### src/uic_defines.svh
`ifndef UIC_DEFINES_SVH
`define UIC_DEFINES_SVH

// register byte offsets
`define UIC_OFS_MASK     8'h00
`define UIC_OFS_SOURCE   8'h04
`define UIC_OFS_FIFO     8'h08
`define UIC_OFS_ENH      8'h0c

// reset values
`define UIC_RST_MASK     8'h00
`define UIC_RST_ENH      8'h00
`define UIC_RST_RXTRIG   6'h08
`define UIC_RST_TXTRIG   6'h10

// interrupt_mask bits
`define UIC_MB_RXD       0
`define UIC_MB_TXR       1
`define UIC_MB_LSR       2
`define UIC_MB_MSR       3
`define UIC_MB_SLEEP     4
`define UIC_MB_XOFF      5
`define UIC_MB_RTS       6
`define UIC_MB_CTS       7

// enhanced_feature bits
`define UIC_EB_ENH       4
`define UIC_EB_ARTS      6
`define UIC_EB_ACTS      7

// fifo_control bits
`define UIC_FB_EN        0
`define UIC_FB_RXRST     1
`define UIC_FB_TXRST     2
`define UIC_FB_DMA       3

// interrupt_source codes, bits 5..0
`define UIC_CODE_LSR     6'h06
`define UIC_CODE_TMO     6'h0c
`define UIC_CODE_RXD     6'h04
`define UIC_CODE_TXR     6'h02
`define UIC_CODE_MSR     6'h00
`define UIC_CODE_XSC     6'h10
`define UIC_CODE_FLOW    6'h20
`define UIC_CODE_NONE    6'h01

// trigger levels
`define UIC_TX_TRIG0     6'h10
`define UIC_TX_TRIG1     6'h08
`define UIC_TX_TRIG2     6'h18
`define UIC_TX_TRIG3     6'h1e
`define UIC_RX_TRIG0     6'h08
`define UIC_RX_TRIG1     6'h10
`define UIC_RX_TRIG2     6'h18
`define UIC_RX_TRIG3     6'h1e

// receive timeout: characters plus bit times
`define UIC_TMO_CHARS    7'h04
`define UIC_TMO_BITS     7'h0c

`endif

### src/uic_pkg.sv
package uic_pkg;
  typedef enum logic [2:0] {
    UIC_SRC_NONE,
    UIC_SRC_LSR,
    UIC_SRC_TMO,
    UIC_SRC_RXD,
    UIC_SRC_TXR,
    UIC_SRC_MSR,
    UIC_SRC_XSC,
    UIC_SRC_FLOW
  } uic_src_t;
endpackage

### src/uic_irq_fifo_ctrl.sv
// Notes on behaviour
// RULE_01: mask bit 4 enables sleep, only with enhanced functions; resets off.
// RULE_02: mask bit 5 enables the received-Xoff interrupt, enhanced only.
// RULE_03: mask bit 6 with auto RTS: interrupt on RTS low-to-high.
// RULE_04: mask bit 7 with auto CTS: interrupt on CTS low-to-high.
// RULE_05: source read gives highest pending; lower ones wait their turn.
// RULE_06: codes: line status 000110, timeout 001100, data ready 000100.
// RULE_07: tx 000010, modem 000000, Xoff 010000, flow 100000, none 000001.
// RULE_08: source bit 0 is 0 when pending, 1 when idle; resets to 1.
// RULE_09: source bits 7:6 both follow the FIFO enable.
// RULE_10: line status bits 1-4 and modem status bits 0-3 raise interrupts.
// RULE_11: receive timeout is four characters plus twelve bit times.
// RULE_12: tx ready when count drops below trigger, or reaches empty.
// RULE_13: rx data interrupt while count at or above trigger.
// RULE_14: line status read clears it; modem read clears modem and flow.
// RULE_15: holding read clears timeout; source read or tx write clears tx.
// RULE_16: Xoff clears on source read or Xon; special on next character.
// RULE_17: source bits 5:4 report Xoff/special and flow edges, enhanced only.
// RULE_18: FIFO enable bit must be set for other FIFO bits to take.
// RULE_19: FIFO reset bits reset pointers once and self-clear.
// RULE_20: FIFO bit 3 selects DMA mode for the ready pins.
// RULE_21: tx trigger 16/8/24/30, writable only with enhanced functions.
// RULE_22: rx trigger 8/16/24/30.
// RULE_23: upper mask, source and tx trigger bits need enhanced bit 4.
// RULE_24: mask bits 0-3 gate data, tx, line and modem interrupts.
// RULE_25: interrupt output high while any enabled source pends.
//
// The register offsets and the AHB-Lite slave port were left to the implementer.
`timescale 1ns/10ps
`include "uic_defines.svh"
module uic_irq_fifo_ctrl (
  // clock and reset
  input  wire logic        hclk,
  input  wire logic        hresetn,
  // ahb-lite slave
  input  wire logic        hsel,
  input  wire logic [31:0] haddr,
  input  wire logic [1:0]  htrans,
  input  wire logic        hwrite,
  input  wire logic [2:0]  hsize,
  input  wire logic [31:0] hwdata,
  input  wire logic        hready,
  output logic [31:0]      hrdata,
  output logic             hreadyout,
  output logic             hresp,
  // channel status from the uart core
  input  wire logic [3:0]  line_status_err,
  input  wire logic [3:0]  modem_status_delta,
  input  wire logic [5:0]  rx_count,
  input  wire logic [5:0]  tx_count,
  input  wire logic        line_status_read,
  input  wire logic        modem_status_read,
  input  wire logic        receive_holding_read,
  input  wire logic        transmit_holding_write,
  input  wire logic        rx_char_stored,
  input  wire logic        xoff_match,
  input  wire logic        xon_match,
  input  wire logic        special_match,
  input  wire logic        request_to_send_n,
  input  wire logic        clear_to_send_n_pin,
  // character timing
  input  wire logic        bit_tick,
  input  wire logic [3:0]  char_bits,
  // controls and interrupt
  output logic             irq,
  output logic             sleep_enable,
  output logic             fifo_enable,
  output logic             rx_fifo_reset,
  output logic             tx_fifo_reset,
  output logic             dma_mode,
  output logic [5:0]       rx_trigger,
  output logic [5:0]       tx_trigger
);
  // bus state
  logic        rd_pend, next_rd_pend;
  logic        wr_pend, next_wr_pend;
  logic [7:0]  addr_q, next_addr_q;
  logic [31:0] next_hrdata;
  logic        next_hreadyout;
  logic        accept;
  // registers
  logic [7:0]  mask_q, next_mask_q;
  logic [7:0]  efr_q, next_efr_q;
  logic        next_fifo_enable, next_rx_fifo_reset, next_tx_fifo_reset;
  logic        next_dma_mode, next_sleep_enable, next_irq;
  logic [5:0]  next_rx_trigger, next_tx_trigger;
  // interrupt flags
  logic        tmo_q, next_tmo_q;
  logic        txr_q, next_txr_q;
  logic        xsc_q, next_xsc_q;
  logic        spc_q, next_spc_q;
  logic        flow_q, next_flow_q;
  logic        tx_below_q, tx_empty_q, rts_q, cts_q;
  logic        cts_meta, cts_sync;
  logic        tmo_exp, tx_below, tx_empty, rx_hit;
  logic        txr_set, xsc_set, flow_set, src_read;
  logic        enh, rts_rise, cts_rise;
  logic [7:0]  src_val;
  uic_pkg::uic_src_t src;

  function automatic logic [5:0] tx_trig_f(input logic [1:0] s);
    case (s)
      2'h0:    tx_trig_f = `UIC_TX_TRIG0;
      2'h1:    tx_trig_f = `UIC_TX_TRIG1;
      2'h2:    tx_trig_f = `UIC_TX_TRIG2;
      default: tx_trig_f = `UIC_TX_TRIG3;
    endcase
  endfunction

  function automatic logic [5:0] rx_trig_f(input logic [1:0] s);
    case (s)
      2'h0:    rx_trig_f = `UIC_RX_TRIG0;
      2'h1:    rx_trig_f = `UIC_RX_TRIG1;
      2'h2:    rx_trig_f = `UIC_RX_TRIG2;
      default: rx_trig_f = `UIC_RX_TRIG3;
    endcase
  endfunction

  function automatic logic [5:0] code_f(input uic_pkg::uic_src_t s);
    case (s)
      uic_pkg::UIC_SRC_LSR:  code_f = `UIC_CODE_LSR;
      uic_pkg::UIC_SRC_TMO:  code_f = `UIC_CODE_TMO;
      uic_pkg::UIC_SRC_RXD:  code_f = `UIC_CODE_RXD;
      uic_pkg::UIC_SRC_TXR:  code_f = `UIC_CODE_TXR;
      uic_pkg::UIC_SRC_MSR:  code_f = `UIC_CODE_MSR;
      uic_pkg::UIC_SRC_XSC:  code_f = `UIC_CODE_XSC;
      uic_pkg::UIC_SRC_FLOW: code_f = `UIC_CODE_FLOW;
      default:               code_f = `UIC_CODE_NONE;
    endcase
  endfunction

  uic_rx_timeout u_tmo (
    .hclk      (hclk),
    .hresetn   (hresetn),
    .bit_tick  (bit_tick),
    .char_bits (char_bits),
    .run       (fifo_enable && rx_count != 6'h00),
    .restart   (rx_char_stored || receive_holding_read),
    .expire    (tmo_exp)
  );

  assign enh = efr_q[`UIC_EB_ENH];
  // RULE_03: rts rising while auto rts is on
  assign rts_rise = request_to_send_n && !rts_q && efr_q[`UIC_EB_ARTS]
                    && mask_q[`UIC_MB_RTS];
  // RULE_04: cts rising while auto cts is on
  assign cts_rise = cts_sync && !cts_q && efr_q[`UIC_EB_ACTS]
                    && mask_q[`UIC_MB_CTS];

  // RULE_13: data ready tracks the trigger, falls as the host drains
  assign rx_hit   = fifo_enable ? (rx_count >= rx_trigger)
                                : (rx_count != 6'h00);
  // RULE_12: below-trigger and empty edges both arm tx ready
  assign tx_below = fifo_enable ? (tx_count < tx_trigger)
                                : (tx_count == 6'h00);
  assign tx_empty = tx_count == 6'h00;
  // mask arming is decoded from the write itself so no loop runs through
  // the register process that also consumes this set term
  assign txr_set  = (tx_below && !tx_below_q) || (tx_empty && !tx_empty_q)
                    || (wr_pend && addr_q == `UIC_OFS_MASK
                        && hwdata[`UIC_MB_TXR] && !mask_q[`UIC_MB_TXR]
                        && tx_below);
  assign xsc_set  = enh && (xoff_match || special_match);
  assign flow_set = enh && (rts_rise || cts_rise);

  // RULE_05: fixed priority; only the top source is reported at a time
  always_comb begin
    src = uic_pkg::UIC_SRC_NONE;
    // RULE_24: low mask bits gate the classic sources
    // RULE_10: line and modem status bits raise their sources
    // RULE_17: upper sources only with enhanced functions
    if (mask_q[`UIC_MB_LSR] && |line_status_err)
      src = uic_pkg::UIC_SRC_LSR;
    else if (mask_q[`UIC_MB_RXD] && tmo_q)
      src = uic_pkg::UIC_SRC_TMO;
    else if (mask_q[`UIC_MB_RXD] && rx_hit)
      src = uic_pkg::UIC_SRC_RXD;
    else if (mask_q[`UIC_MB_TXR] && txr_q)
      src = uic_pkg::UIC_SRC_TXR;
    else if (mask_q[`UIC_MB_MSR] && |modem_status_delta)
      src = uic_pkg::UIC_SRC_MSR;
    else if (enh && mask_q[`UIC_MB_XOFF] && xsc_q)
      src = uic_pkg::UIC_SRC_XSC;
    else if (enh && flow_q)
      src = uic_pkg::UIC_SRC_FLOW;
  end

  // RULE_06: receive codes in bits 5..0
  // RULE_07: remaining codes and idle code
  // RULE_09: bits 7:6 mirror the fifo enable
  assign src_val  = {fifo_enable, fifo_enable, code_f(src)};
  assign accept   = hsel && hready && htrans[1];
  assign src_read = rd_pend && addr_q == `UIC_OFS_SOURCE;

  // bus: reads take one wait state so hrdata leaves a flop
  always_comb begin
    next_rd_pend   = 1'b0;
    next_wr_pend   = 1'b0;
    next_addr_q    = addr_q;
    next_hrdata    = hrdata;
    next_hreadyout = 1'b1;
    if (accept) begin
      next_addr_q    = haddr[7:0];
      next_rd_pend   = !hwrite && haddr[31:8] == 24'h000000;
      next_wr_pend   = hwrite && haddr[31:8] == 24'h000000;
      next_hreadyout = hwrite;
      next_hrdata    = 32'h00000000;
    end
    if (rd_pend) begin
      case (addr_q)
        `UIC_OFS_MASK:   next_hrdata = {24'h000000, mask_q};
        // RULE_08: bit 0 high only when nothing pends
        `UIC_OFS_SOURCE: next_hrdata = {24'h000000, src_val};
        `UIC_OFS_ENH:    next_hrdata = {24'h000000, efr_q};
        default:         next_hrdata = 32'h00000000;
      endcase
    end
  end

  // registers and flags
  always_comb begin
    next_mask_q        = mask_q;
    next_efr_q         = efr_q;
    next_fifo_enable   = fifo_enable;
    next_rx_fifo_reset = 1'b0;
    next_tx_fifo_reset = 1'b0;
    next_dma_mode      = dma_mode;
    next_rx_trigger    = rx_trigger;
    next_tx_trigger    = tx_trigger;
    if (wr_pend) begin
      case (addr_q)
        `UIC_OFS_MASK: begin
          next_mask_q[3:0] = hwdata[3:0];
          // RULE_23: upper mask bits locked unless enhanced
          if (enh)
            next_mask_q[7:4] = hwdata[7:4];
        end
        `UIC_OFS_ENH: next_efr_q = hwdata[7:0];
        `UIC_OFS_FIFO: begin
          // RULE_18: other bits only take with the enable set
          next_fifo_enable = hwdata[`UIC_FB_EN];
          if (hwdata[`UIC_FB_EN]) begin
            // RULE_19: one-cycle pointer resets, shifters untouched
            next_rx_fifo_reset = hwdata[`UIC_FB_RXRST];
            next_tx_fifo_reset = hwdata[`UIC_FB_TXRST];
            // RULE_20: dma mode select
            next_dma_mode      = hwdata[`UIC_FB_DMA];
            // RULE_22: receive trigger
            next_rx_trigger    = rx_trig_f(hwdata[7:6]);
            // RULE_21: transmit trigger needs enhanced functions
            if (enh)
              next_tx_trigger = tx_trig_f(hwdata[5:4]);
          end
        end
        default: next_mask_q = mask_q;
      endcase
    end
    // RULE_01: sleep only counts with enhanced functions
    next_sleep_enable = next_mask_q[`UIC_MB_SLEEP] && next_efr_q[`UIC_EB_ENH];
    // RULE_25: output follows any enabled pending source
    next_irq = src != uic_pkg::UIC_SRC_NONE;
    // a set in the same cycle as its clear always wins
    // RULE_15: timeout clears on holding read
    next_tmo_q = tmo_exp || (tmo_q && !receive_holding_read);
    // RULE_15: tx ready clears on source read or tx write
    next_txr_q = txr_set || (txr_q && !transmit_holding_write
                 && !(src_read && src == uic_pkg::UIC_SRC_TXR));
    // RULE_16: xoff clears on xon, special on the next character
    next_xsc_q = xsc_set || (xsc_q
                 && !(src_read && src == uic_pkg::UIC_SRC_XSC)
                 && !(xon_match && !spc_q)
                 && !(rx_char_stored && spc_q));
    next_spc_q = xsc_set ? (special_match && !xoff_match) : spc_q;
    // RULE_02: xoff interrupt needs mask bit 5, applied in the encoder
    // RULE_14: flow edges clear on modem status read
    next_flow_q = flow_set || (flow_q && !modem_status_read);
  end

  always_ff @(posedge hclk or negedge hresetn) begin
    if (!hresetn) begin
      rd_pend   <= 1'b0;
      wr_pend   <= 1'b0;
      addr_q    <= 8'h00;
      hrdata    <= 32'h00000000;
      hreadyout <= 1'b1;
      hresp     <= 1'b0;
    end else begin
      rd_pend   <= next_rd_pend;
      wr_pend   <= next_wr_pend;
      addr_q    <= next_addr_q;
      hrdata    <= next_hrdata;
      hreadyout <= next_hreadyout;
      hresp     <= 1'b0;
    end
  end

  always_ff @(posedge hclk or negedge hresetn) begin
    if (!hresetn) begin
      mask_q        <= `UIC_RST_MASK;
      efr_q         <= `UIC_RST_ENH;
      fifo_enable   <= 1'b0;
      rx_fifo_reset <= 1'b0;
      tx_fifo_reset <= 1'b0;
      dma_mode      <= 1'b0;
      rx_trigger    <= `UIC_RST_RXTRIG;
      tx_trigger    <= `UIC_RST_TXTRIG;
      sleep_enable  <= 1'b0;
      irq           <= 1'b0;
      tmo_q         <= 1'b0;
      txr_q         <= 1'b0;
      xsc_q         <= 1'b0;
      spc_q         <= 1'b0;
      flow_q        <= 1'b0;
      tx_below_q    <= 1'b1;
      tx_empty_q    <= 1'b1;
      rts_q         <= 1'b1;
      cts_q         <= 1'b1;
      cts_meta      <= 1'b1;
      cts_sync      <= 1'b1;
    end else begin
      mask_q        <= next_mask_q;
      efr_q         <= next_efr_q;
      fifo_enable   <= next_fifo_enable;
      rx_fifo_reset <= next_rx_fifo_reset;
      tx_fifo_reset <= next_tx_fifo_reset;
      dma_mode      <= next_dma_mode;
      rx_trigger    <= next_rx_trigger;
      tx_trigger    <= next_tx_trigger;
      sleep_enable  <= next_sleep_enable;
      irq           <= next_irq;
      tmo_q         <= next_tmo_q;
      txr_q         <= next_txr_q;
      xsc_q         <= next_xsc_q;
      spc_q         <= next_spc_q;
      flow_q        <= next_flow_q;
      tx_below_q    <= tx_below;
      tx_empty_q    <= tx_empty;
      rts_q         <= request_to_send_n;
      cts_q         <= cts_sync;
      // pin crosses two flops before any edge logic sees it
      cts_meta      <= clear_to_send_n_pin;
      cts_sync      <= cts_meta;
    end
  end
endmodule // uic_irq_fifo_ctrl

### src/uic_rx_timeout.sv
`timescale 1ns/10ps
`include "uic_defines.svh"
module uic_rx_timeout (
  // clock and reset
  input  wire logic       hclk,
  input  wire logic       hresetn,
  // timing
  input  wire logic       bit_tick,
  input  wire logic [3:0] char_bits,
  // receive activity
  input  wire logic       run,
  input  wire logic       restart,
  // result
  output logic            expire
);
  logic [6:0] cnt;
  logic [6:0] next_cnt;
  logic       next_expire;
  logic [6:0] limit;

  // RULE_11: four characters plus twelve bits
  assign limit = 7'(`UIC_TMO_CHARS * {3'h0, char_bits}) + `UIC_TMO_BITS;

  always_comb begin
    next_cnt    = cnt;
    next_expire = 1'b0;
    if (restart || !run) begin
      next_cnt = 7'h00;
    end else if (bit_tick && cnt != limit) begin
      next_cnt = cnt + 7'h01;
      // one pulse only; timer then parks until restarted
      next_expire = (cnt + 7'h01) == limit;
    end
  end

  always_ff @(posedge hclk or negedge hresetn) begin
    if (!hresetn) begin
      cnt    <= 7'h00;
      expire <= 1'b0;
    end else begin
      cnt    <= next_cnt;
      expire <= next_expire;
    end
  end
endmodule // uic_rx_timeout

### config.mk
export PLATFORM = sky130hd
export DESIGN_NAME = uic_irq_fifo_ctrl
export DESIGN_NICKNAME = d
export VERILOG_FILES = /design/src/uic_pkg.sv /design/src/uic_irq_fifo_ctrl.sv /design/src/uic_rx_timeout.sv
export VERILOG_INCLUDE_DIRS = /design/src
export SDC_FILE = /design/constraint.sdc
export NUM_CORES = 1
export LEC_CHECK = 0
export CAP_MARGIN = 20
export CORE_MARGIN = 5
export CORE_UTILIZATION = 49
export CTS_CLUSTER_DIAMETER = 120
export DETAILED_ROUTE_END_ITERATION = 7
export DONT_BUFFER_PORTS = 1
export GPL_TIMING_DRIVEN = 0
export PLACE_DENSITY = 0.66
export SLEW_MARGIN = 20
export SYNTH_ARGS = -nofsm -noshare
export SYNTH_HDL_FRONTEND = slang
export SYNTH_SLANG_ARGS = --single-unit
### constraint.sdc
create_clock -name hclk -period 2.3 [get_ports hclk]
set_input_delay 0.345 -clock hclk [delete_from_list [all_inputs] [get_ports hclk]]
set_output_delay 0.345 -clock hclk [all_outputs]
set_load 0.05 [all_outputs]
**Word level (Yosys, flattened, before mapping)**

Cells that the tools add are included.

- Multiplexer cells: 33
- Eq/ne operators: 16
- Add/subtract/negate cells: 2
- Magnitude comparators: 2
- Reductions and logical operators: 85

Operators with widths:

| kind | count |
|---|---|
| 2-to-1 mux 32 bit | 2 |
| logical AND 1 bit | 42 |
| one-hot mux 6 bit (7 select lines) | 1 |
| one-hot mux 5 bit (3 select lines) | 2 |
| logical NOT 24 bit | 1 |
| one-hot mux 8 bit (3 select lines) | 1 |
| 2-to-1 mux 3 bit | 7 |
| 2-to-1 mux 5 bit | 4 |
| equality test 8 x 4 -> 1 bit, second input constant | 2 |
| logical NOT 1 bit | 16 |
| 2-to-1 mux 1 bit | 14 |
| 2-to-1 mux 7 bit | 2 |
| equality test 3 bit, second input constant | 4 |
| logical OR 1 bit | 10 |
| equality test 8 x 3 -> 1 bit, second input constant | 1 |
| logical NOT 8 bit | 1 |
| OR reduction 4 bit | 2 |
| adder 6 x 4 -> 7 bit, second input constant | 1 |
| adder 7 x 1 -> 7 bit, second input constant | 1 |
| equality test 7 bit | 1 |
| inequality test 7 bit | 1 |
| equality test 3 x 2 -> 1 bit, second input constant | 2 |
| >= comparator 6 bit | 1 |
| logical NOT 6 bit | 1 |
| 11 further kinds | 18 |

- Output and inout bits: 52
- Word-level logic and storage cells: 169
- Bits in registers: 96

**Longest topological paths before layout**

Gate-level depths: netlist of the first run.

- Depth in word-level cells: 15
- Gate-level depth with buffers: 8
- Depth with buffers taken out: 7

**Hierarchy**

A second synthesis of the first run with hierarchy kept.

- Cell total of the unflattened synthesis: 367
- Area, all modules: 3739.8 um^2

By module, submodules not included:

| module | cells each | times used | area an instance (um^2) |
|---|---|---|---|
| uic_irq_fifo_ctrl | 284 | 1 | 3019.1 |
| uic_rx_timeout | 83 | 1 | 720.7 |

**Least setup slack after synthesis of the first run**

OpenSTA, ideal clock, no wires.

- Path kind: register to register
- From: register rx_trigger[3]
- To: register txr_q
- Period minus slack after synthesis: 2420 ps
- Cell stages (with the launch flop): 8
- Data arrival time: 2299 ps
- Required time: 2179 ps
- Buffers on the path: 0
- Slack: -120 ps
- Setup time: 121 ps
- Path through: dfstp_2 > inv_1 > ha_1 > a21oi_1 > nor2b_1 > o311a_2 > or4_1 > a22o_1

- Cells in the longest elaborated chain, start to end: 11

RTL lines:

| item | line | RTL |
|---|---|---|
| from (decl) | uic_irq_fifo_ctrl.sv:71 | `output logic [5:0] rx_trigger,` |
| from (signal assigned) | uic_irq_fifo_ctrl.sv:305 | `` rx_trigger <= `UIC_RST_RXTRIG; `` |
| from (signal assigned) | uic_irq_fifo_ctrl.sv:327 | `rx_trigger <= next_rx_trigger;` |
| >= comparator 6 bit | uic_irq_fifo_ctrl.sv:151 | `assign rx_hit = fifo_enable ? (rx_count >= rx_trigger)` |
| 2-to-1 mux 1 bit | uic_irq_fifo_ctrl.sv:151 |  |
| logical AND 1 bit | uic_irq_fifo_ctrl.sv:176 | `` else if (mask_q[`UIC_MB_RXD] && rx_hit) `` |
| 2-to-1 mux 3 bit | uic_irq_fifo_ctrl.sv:176 |  |
| 2-to-1 mux 3 bit | uic_irq_fifo_ctrl.sv:174 | `` else if (mask_q[`UIC_MB_RXD] && tmo_q) `` |
| 2-to-1 mux 3 bit | uic_irq_fifo_ctrl.sv:172 | `` if (mask_q[`UIC_MB_LSR] && \|line_status_err) `` |
| equality test 3 bit | uic_irq_fifo_ctrl.sv:267 | `&& !(src_read && src == uic_pkg::UIC_SRC_TXR));` |
| logical AND 1 bit | uic_irq_fifo_ctrl.sv:267 |  |
| logical NOT 1 bit | uic_irq_fifo_ctrl.sv:267 |  |
| logical AND 1 bit | uic_irq_fifo_ctrl.sv:267 |  |
| logical OR 1 bit | uic_irq_fifo_ctrl.sv:266 | `next_txr_q = txr_set \|\| (txr_q && !transmit_holding_write` |
| via next_txr_q | uic_irq_fifo_ctrl.sv:89 | `logic txr_q, next_txr_q;` |
| to (signal assigned) | uic_irq_fifo_ctrl.sv:332 | `txr_q <= next_txr_q;` |
| to (decl) | uic_irq_fifo_ctrl.sv:89 |  |

The timed path passes the listed nets, and every way through them passes these cells.
A chain may end at the register's enable or synchronous reset.

**Worst setup path after layout of the first run**

Ends and elaborated chain as after synthesis.

==> results of run 1 <==
[final timing paths]
check / cells past startpoint / startpoint / endpoint / slack (ns)
worst max register to register: 7 / rx_trigger[3]$_DFFE_PN1P_ / txr_q$_DFF_PN0_ / -0.07
worst min-delay path: 1 / xoff_match / spc_q$_DFFE_PN0P_ / 0.10
worst max-delay path: 7 / rx_trigger[3]$_DFFE_PN1P_ / txr_q$_DFF_PN0_ / -0.07
max in group asynchronous: 2 / hresetn / cts_meta$_DFF_PN1_ / 1.44
worst min register to register: 0 / cts_meta$_DFF_PN1_ / cts_sync$_DFF_PN1_ / 0.36
min in group asynchronous: 2 / hresetn / hrdata[2]$_DFFE_PN0P_ / 0.54
[kinds of logic (layout without fill, tap and decap cells)]
logic type | count (synthesis) | count (layout) | synth area share (%)
buffers and inverters | 64 | 84 | 9.638
XOR/XNOR | 11 | 11 | 2.604
flip-flops | 66 | 66 | 44.94
other | 1 | 29 | 0.1014
adder cells (fa/ha/maj) | 11 | 11 | 3.720
AND/OR/NAND/NOR | 119 | 119 | 17.04
AO/OA/AOI/OAI | 77 | 77 | 13.87
multiplexers | 27 | 27 | 8.083
[flip-flops by register name, summed over array words and instances (netlist names), 3 cells and up]
| signal | flops |
|---|---|
| rx_trigger | 3 |
| efr_q | 8 |
| u_tmo.cnt | 7 |
| hrdata | 8 |
| tx_trigger | 3 |
| mask_q | 8 |
| addr_q | 8 |
[synth_stat cells, drive strengths merged, types with 2 or more instances]
master / instances / area [sq um]
xnor2: 4 / 35.03
ha: 11 / 137.6
or4: 3 / 26.27
mux2i: 4 / 40.04
inv: 20 / 75.07
and3: 6 / 37.54
nand2b: 8 / 50.05
and4b: 2 / 20.02
nor2: 20 / 75.07
nor2b: 3 / 18.77
a41o: 4 / 40.04
clkbuf: 10 / 37.54
a31oi: 7 / 43.79
a22oi: 2 / 15.01
a21o: 6 / 45.04
a22o: 4 / 35.03
nand4: 4 / 25.02
buf: 34 / 244.0
dfstp: 9 / 236.5
mux2: 23 / 259.0
nor4: 10 / 68.81
and2: 4 / 25.02
nand2: 32 / 120.1
nand3: 15 / 75.07
nand3b: 2 / 15.01
o22ai: 5 / 31.28
xor2: 7 / 61.31
a21oi: 14 / 70.07
o21ai: 19 / 95.09
dfrtp: 57 / 1426
o31ai: 3 / 22.52
nor3: 2 / 10.01
[power groups by stage]
| stage | registers [uW] | clock network, uW | logic [uW] |
|---|---|---|---|
| global route | 1300 | 1020 | 485 |
| detailed placement | 1310 | 0 | 402 |
| CTS | 1290 | 967 | 436 |
| finish | 1290 | 945 | 443 |
| floorplan | 1300 | 0 | 358 |
| global placement | 1310 | 0 | 397 |
[cell type report]
class,count,area share (%)
tap,99,2.925
clock buffer,13,3.516
timing repair buffer,5,1.536
multi-input combinational,274,43.19
buffer,43,6.558
clock inverter,3,0.9453
sequential,66,39.50
inverter,20,1.832
[layout by cell type (no fill, tap or decap), drive strengths merged, types with 9 or more instances in the layout]
cell type  instances
mux2              23
nor4              10
conb              29
nor2              20
a21oi             14
buf               36
inv               20
nand3             15
o21ai             19
clkbuf            22
dfrtp             57
dfstp              9
ha                11
nand2             32
[repair_timing]
action / in CTS / in global routing
hold endpoints to repair: 68 / 0
gates resized for setup: 4 / 5
setup endpoints to repair: 14 / 20
hold buffers: 4 / 0
buffers inserted: 0 / 1
[metal layers]
| layer | global-route usage, % | vias to the layer above | share of wire (%) | routed length [um] |
|---|---|---|---|---|
| li1 | - | 1366 | - | - |
| met1 | 22.06 | 1340 | 40 | 3355 |
| met2 | 29.19 | 115 | 49 | 4129 |
| met3 | 6.259 | 9 | 10 | 847 |
| met4 | 7.127 | 0 | 1.3 | 111 |
| met5 | 0 | - | 0 | 0 |
[through the flow]
stage / TNS, ns / util, % / total power, uW / instances
after floorplan: 0 / - / 1656 / 404
after global routing: -0.1151 / 58.08 / 2809 / 523
after global placement: -0.6429 / 54.26 / 1706 / 503
final: -0.07041 / 58.08 / 2682 / 523
after detailed placement: -0.7137 / 54.26 / 1713 / 503
after CTS: -0.09874 / 57.81 / 2697 / 523
==> flow_summary_export.csv, run 1 <==
group,metric,value,unit
sta,hold_viol_final,0,
worst_setup_path,cpMaxStageDelayCell,"dfstp_4",
synth,avgSynthCellArea,9.840,sq um
power_and_ir_drop,power_frac_clock,35.2,%
power_and_ir_drop,ir_worst_vdd,0.3603,mV
job,maxCapViolCount,0,
placed_design,placed_area,3956,sq um
grt,gr-total-overflow,0,
synth,ys_async_sr_fraction,100.0,%
synth,ys_seq_elements,66,
worst_setup_path,cpPeakStageDelay,0.73,ns
drt,drt_wl_total,8.443,mm
clock_network,root_buffer,"clkbuf_8",
power_and_ir_drop,p_int,1920,uW
synth,ys_seq_area_share,44.94,%
die,dieHeight,96.90,um
synth,yosys_warnings,0,
worst_setup_path,path_max_fanout,5,
power_and_ir_drop,p_leak,0.002031,uW
power_and_ir_drop,power.switching,762.0,uW
placed_design,globalplace.congestion,0.8470,
power_and_ir_drop,pwr-share-comb,16.5,%
placed_design,dp_hpwl,6.531,mm
clock_network,cts_sinks,66,
status,status,"complete, but fails checks",
finish,layout-drive-gt1-share,21.93,%
status,violations,"setup timing",
clock_network,cts_max_path_buffers,2,
die,core-area,7292,sq um
clock_network,insertion_delay,0.34,ns
sta,setup_slack,-0.07041,ns
sta,rsz0062_at_grt,"true",
grt,grt_usage,18.05,%
power_and_ir_drop,power_density,633.2,nW/um^2
worst_setup_path,critPathArrivalTime,2.60,ns
worst_setup_path,critPathBufInv,1,
grt,grt_pass1_vias,2740,
worst_setup_path,path_class,"register to register",
finish,num-nets-final,539,
placed_design,preCtsSetupSlack,-0.1334,ns
worst_setup_path,path_delay_family,"flip-flops",
synth,synth_flop_cell,"dfrtp_1",
drt,via_per_inst,5.411,
finish,final_cell_area,4235,sq um
finish,synthToLayoutAreaGrowth,14.47,%
die,io_pins,161,
drt,post_drt_wl_per_cell,16.14,um
finish,fillers,676,
drt,drt-pass1-iter-count,4,
worst_setup_path,crit_chain,"inv_4 -> ha_4 -> nand3_1 -> a21oi_1 -> o311a_4 -> or4_1 -> a22o_1",
sta,worstMarginPinSlew,0.8098,ns
die,initial_core_util,50.74,%
die,dieArea,9389,sq um
finish,multi_input_area,1829,sq um
drt,route.detailed.drc,0,
drt,drt_iter0_drc,142,
sta,holdWs,0.1035,ns
worst_setup_path,required,2.53,ns
sta,slew-limit-headroom,45.55,%
sta,post-route-min-period,2.370,ns
clock_network,cts_max_level,3,
synth,synthesis.area,3700,sq um
placed_design,io_buffers,0,
clock_network,cts_made_buffers,9,
clock_network,cts_tree,"built",
drt,ant_nets,0,
sta,fin_crit_sh,103.1,%
power_and_ir_drop,swShare,28.41,%
min_path,min_path_type,"primary input to register",
grt,grt_max_degree,67,
worst_setup_path,endpoint_kind,"register",
finish,seq_area,1673,sq um
die,die_w,96.90,um
sta,finalSetupViolations,1,
synth,syn_inst,376,
worst_setup_path,startpoint_type,"register",
grt,antenna_found_initial,0,
finish,n_antenna_cell,0,
sta,skew,0.009501,ns
die,rows,31,
sta,fmax,421.9,MHz
sta,final_max_slew_viol_count,0,
grt,grt_first_pass_wirelength,13.83,mm
synth,synth_cell_types,57,
synth,synth_edf_count,0,
drt,vias,2830,
power_and_ir_drop,seqPwrFrac,48.3,%
clock_network,clkTransAtPathRegs,0.07,ns
No activity file was read; power rests on OpenSTA's default activity.
==> run 2, diff against run 1 <==
--- a/config.mk
+++ b/config.mk
@@ -9,6 +9,7 @@
 export CAP_MARGIN = 20
 export CORE_MARGIN = 5
 export CORE_UTILIZATION = 49
+export CTS_BUF_LIST = sky130_fd_sc_hd__clkbuf_8
 export CTS_CLUSTER_DIAMETER = 120
 export DETAILED_ROUTE_END_ITERATION = 7
 export DONT_BUFFER_PORTS = 1
==> run 2 against run 1 <==
Net effect:
- the flow still finishes with violations (setup timing)
- cell count unchanged
- die area did not move
- clock-buffer cell count down 3
- first-iteration DRC count fell by 0.70%
- flip-flop and latch count is the same
- clock skew barely moved
==> flow_summary_export.csv, run 2 (synthesized netlist as in run 1, its figures left out) <==
group,metric,value,unit
clock_network,clkTransAtPathRegs,0.07,ns
drt,ant_nets,0,
grt,grt_pass1_vias,2740,
worst_setup_path,critPathArrivalTime,2.60,ns
clock_network,cts_max_level,3,
clock_network,cts_max_path_buffers,2,
grt,antenna_found_initial,0,
die,initial_core_util,50.74,%
finish,final_common_cell,"dfrtp_1",
drt,drt-pass1-iter-count,4,
clock_network,root_buffer,"clkbuf_8",
drt,post_drt_wl_per_cell,16.12,um
finish,fin_cells,523,
die,dieHeight,96.90,um
drt,drt_iter0_drc,141,
sta,slew-limit-headroom,45.71,%
power_and_ir_drop,p_leak,0.002043,uW
placed_design,dp_hpwl,6.531,mm
finish,seq_area,1673,sq um
die,rows,31,
status,status,"complete, but fails checks",
power_and_ir_drop,ir_worst_vdd,0.3494,mV
drt,vias,2818,
grt,grt_max_degree,67,
grt,grt_first_pass_wirelength,13.83,mm
sta,setup_slack,-0.07170,ns
grt,gr-total-overflow,0,
grt,grt_usage,18.05,%
die,core-area,7292,sq um
status,violations,"setup timing",
sta,fmax,421.6,MHz
placed_design,globalplace.congestion,0.8470,
job,maxCapViolCount,0,
clock_network,cts_sinks,66,
finish,layout_common_cells,"54 x dfrtp_1, 32 x nand2_1, 32 x buf_4",
clock_network,cts_made_buffers,9,
finish,utilization,58.08,%
worst_setup_path,startpoint_type,"register",
clock_network,insertion_delay,0.34,ns
drt,via_per_inst,5.388,
sta,worstMarginPinSlew,0.8074,ns
die,die_w,96.90,um
finish,fillers,676,
finish,synthToLayoutAreaGrowth,14.47,%
die,dieArea,9389,sq um
worst_setup_path,endpoint_kind,"register",
worst_setup_path,required,2.53,ns
finish,n_antenna_cell,0,
sta,finalSetupViolations,1,
die,io_pins,161,
sta,final_max_slew_viol_count,0,
drt,drt_wl_total,8.431,mm
finish,layout-drive-gt1-share,21.93,%
drt,route.detailed.drc,0,
worst_setup_path,path_class,"register to register",
sta,hold_viol_final,0,
clock_network,cts_tree,"built",
finish,num-nets-final,539,
worst_setup_path,path_max_fanout,5,
finish,multi_input_area,1829,sq um
placed_design,io_buffers,0,
placed_design,dp_cells,503,
min_path,min_path_type,"primary input to register",
sta,skew,0.009602,ns
sta,fin_crit_sh,103.1,%
worst_setup_path,r2r_setup_slack,-0.07,ns
power_and_ir_drop,power_density,630.4,nW/um^2
sta,rsz0062_at_grt,"true",
sta,post-route-min-period,2.372,ns
[run 2: changes by cell type in the layout (fill, tap and decap cells not counted), sizes merged]
| cell | previous run | this run |
|---|---|---|
| inv | 20 | 23 |
| clkbuf | 22 | 19 |
[run 2: critical path: stages (launching register included)]
cell and delay (ns):
dfstp_4 0.73, inv_4 0.05, ha_4 0.24, nand3_1 0.08, a21oi_1 0.06, o311a_4 0.40, or4_1 0.53, a22o_1 0.19
[run 2: metal layers]
metal	vias to the layer above	track usage, %	share of wire, %
met5	-	0	0
met4	0	7.127	1.3
met3	9	6.259	10
met2	117	29.19	49
met1	1327	22.06	39
li1	1365	-	-
[run 2: area by class of cell]
type / count / area share [%]
multi-input combinational: 274 / 43.19
sequential: 66 / 39.50
buffer: 43 / 6.558
clock buffer: 10 / 3.250
tap: 99 / 2.925
inverter: 20 / 1.832
timing repair buffer: 5 / 1.536
clock inverter: 6 / 1.211
[run 2: where the power goes]
group	internal, uW	switching [uW]	total (uW)	leakage (uW)
registers	1230	67.1	1290	0.000797
clock network	515	418	933	0.000110
logic	164	278	443	0.00114
[run 2: path summary, 6_finish.rpt]
check,startpoint,to,depth (start not counted)
setup / recovery,rx_trigger[3]$_DFFE_PN1P_,txr_q$_DFF_PN0_,7
hold / removal,xoff_match,spc_q$_DFFE_PN0P_,1
setup reg to reg,rx_trigger[3]$_DFFE_PN1P_,txr_q$_DFF_PN0_,7
hold reg to reg,cts_meta$_DFF_PN1_,cts_sync$_DFF_PN1_,0
max in group asynchronous,hresetn,cts_meta$_DFF_PN1_,2
min in group asynchronous,hresetn,hrdata[2]$_DFFE_PN0P_,2
[run 2: stage by stage]
stage               worst slack [ns]  hold WS [ns]  setup TNS, ns  power (uW)  instance area, sq um
floorplan                   0.007947       0.04941              0        1656                  3832
global route                 -0.1080       0.08730        -0.1151        2797                  4235
CTS                         -0.09874       0.08922       -0.09874        2685                  4215
global placement             -0.1331       0.05085        -0.6429        1706                  3956
finish                      -0.07170        0.1041       -0.07170        2670                  4235
detailed placement           -0.1334       0.05110        -0.7137        1713                  3956
[run 2: repair_timing]
| action | 4_1_cts | 5_1_grt |
|---|---|---|
| resized for setup | 4 | 5 |
| hold buffers | 4 | 0 |
| buffers inserted | 0 | 1 |
| endpoints found under the hold margin | 68 | 0 |
| endpoints found under the setup margin | 14 | 20 |
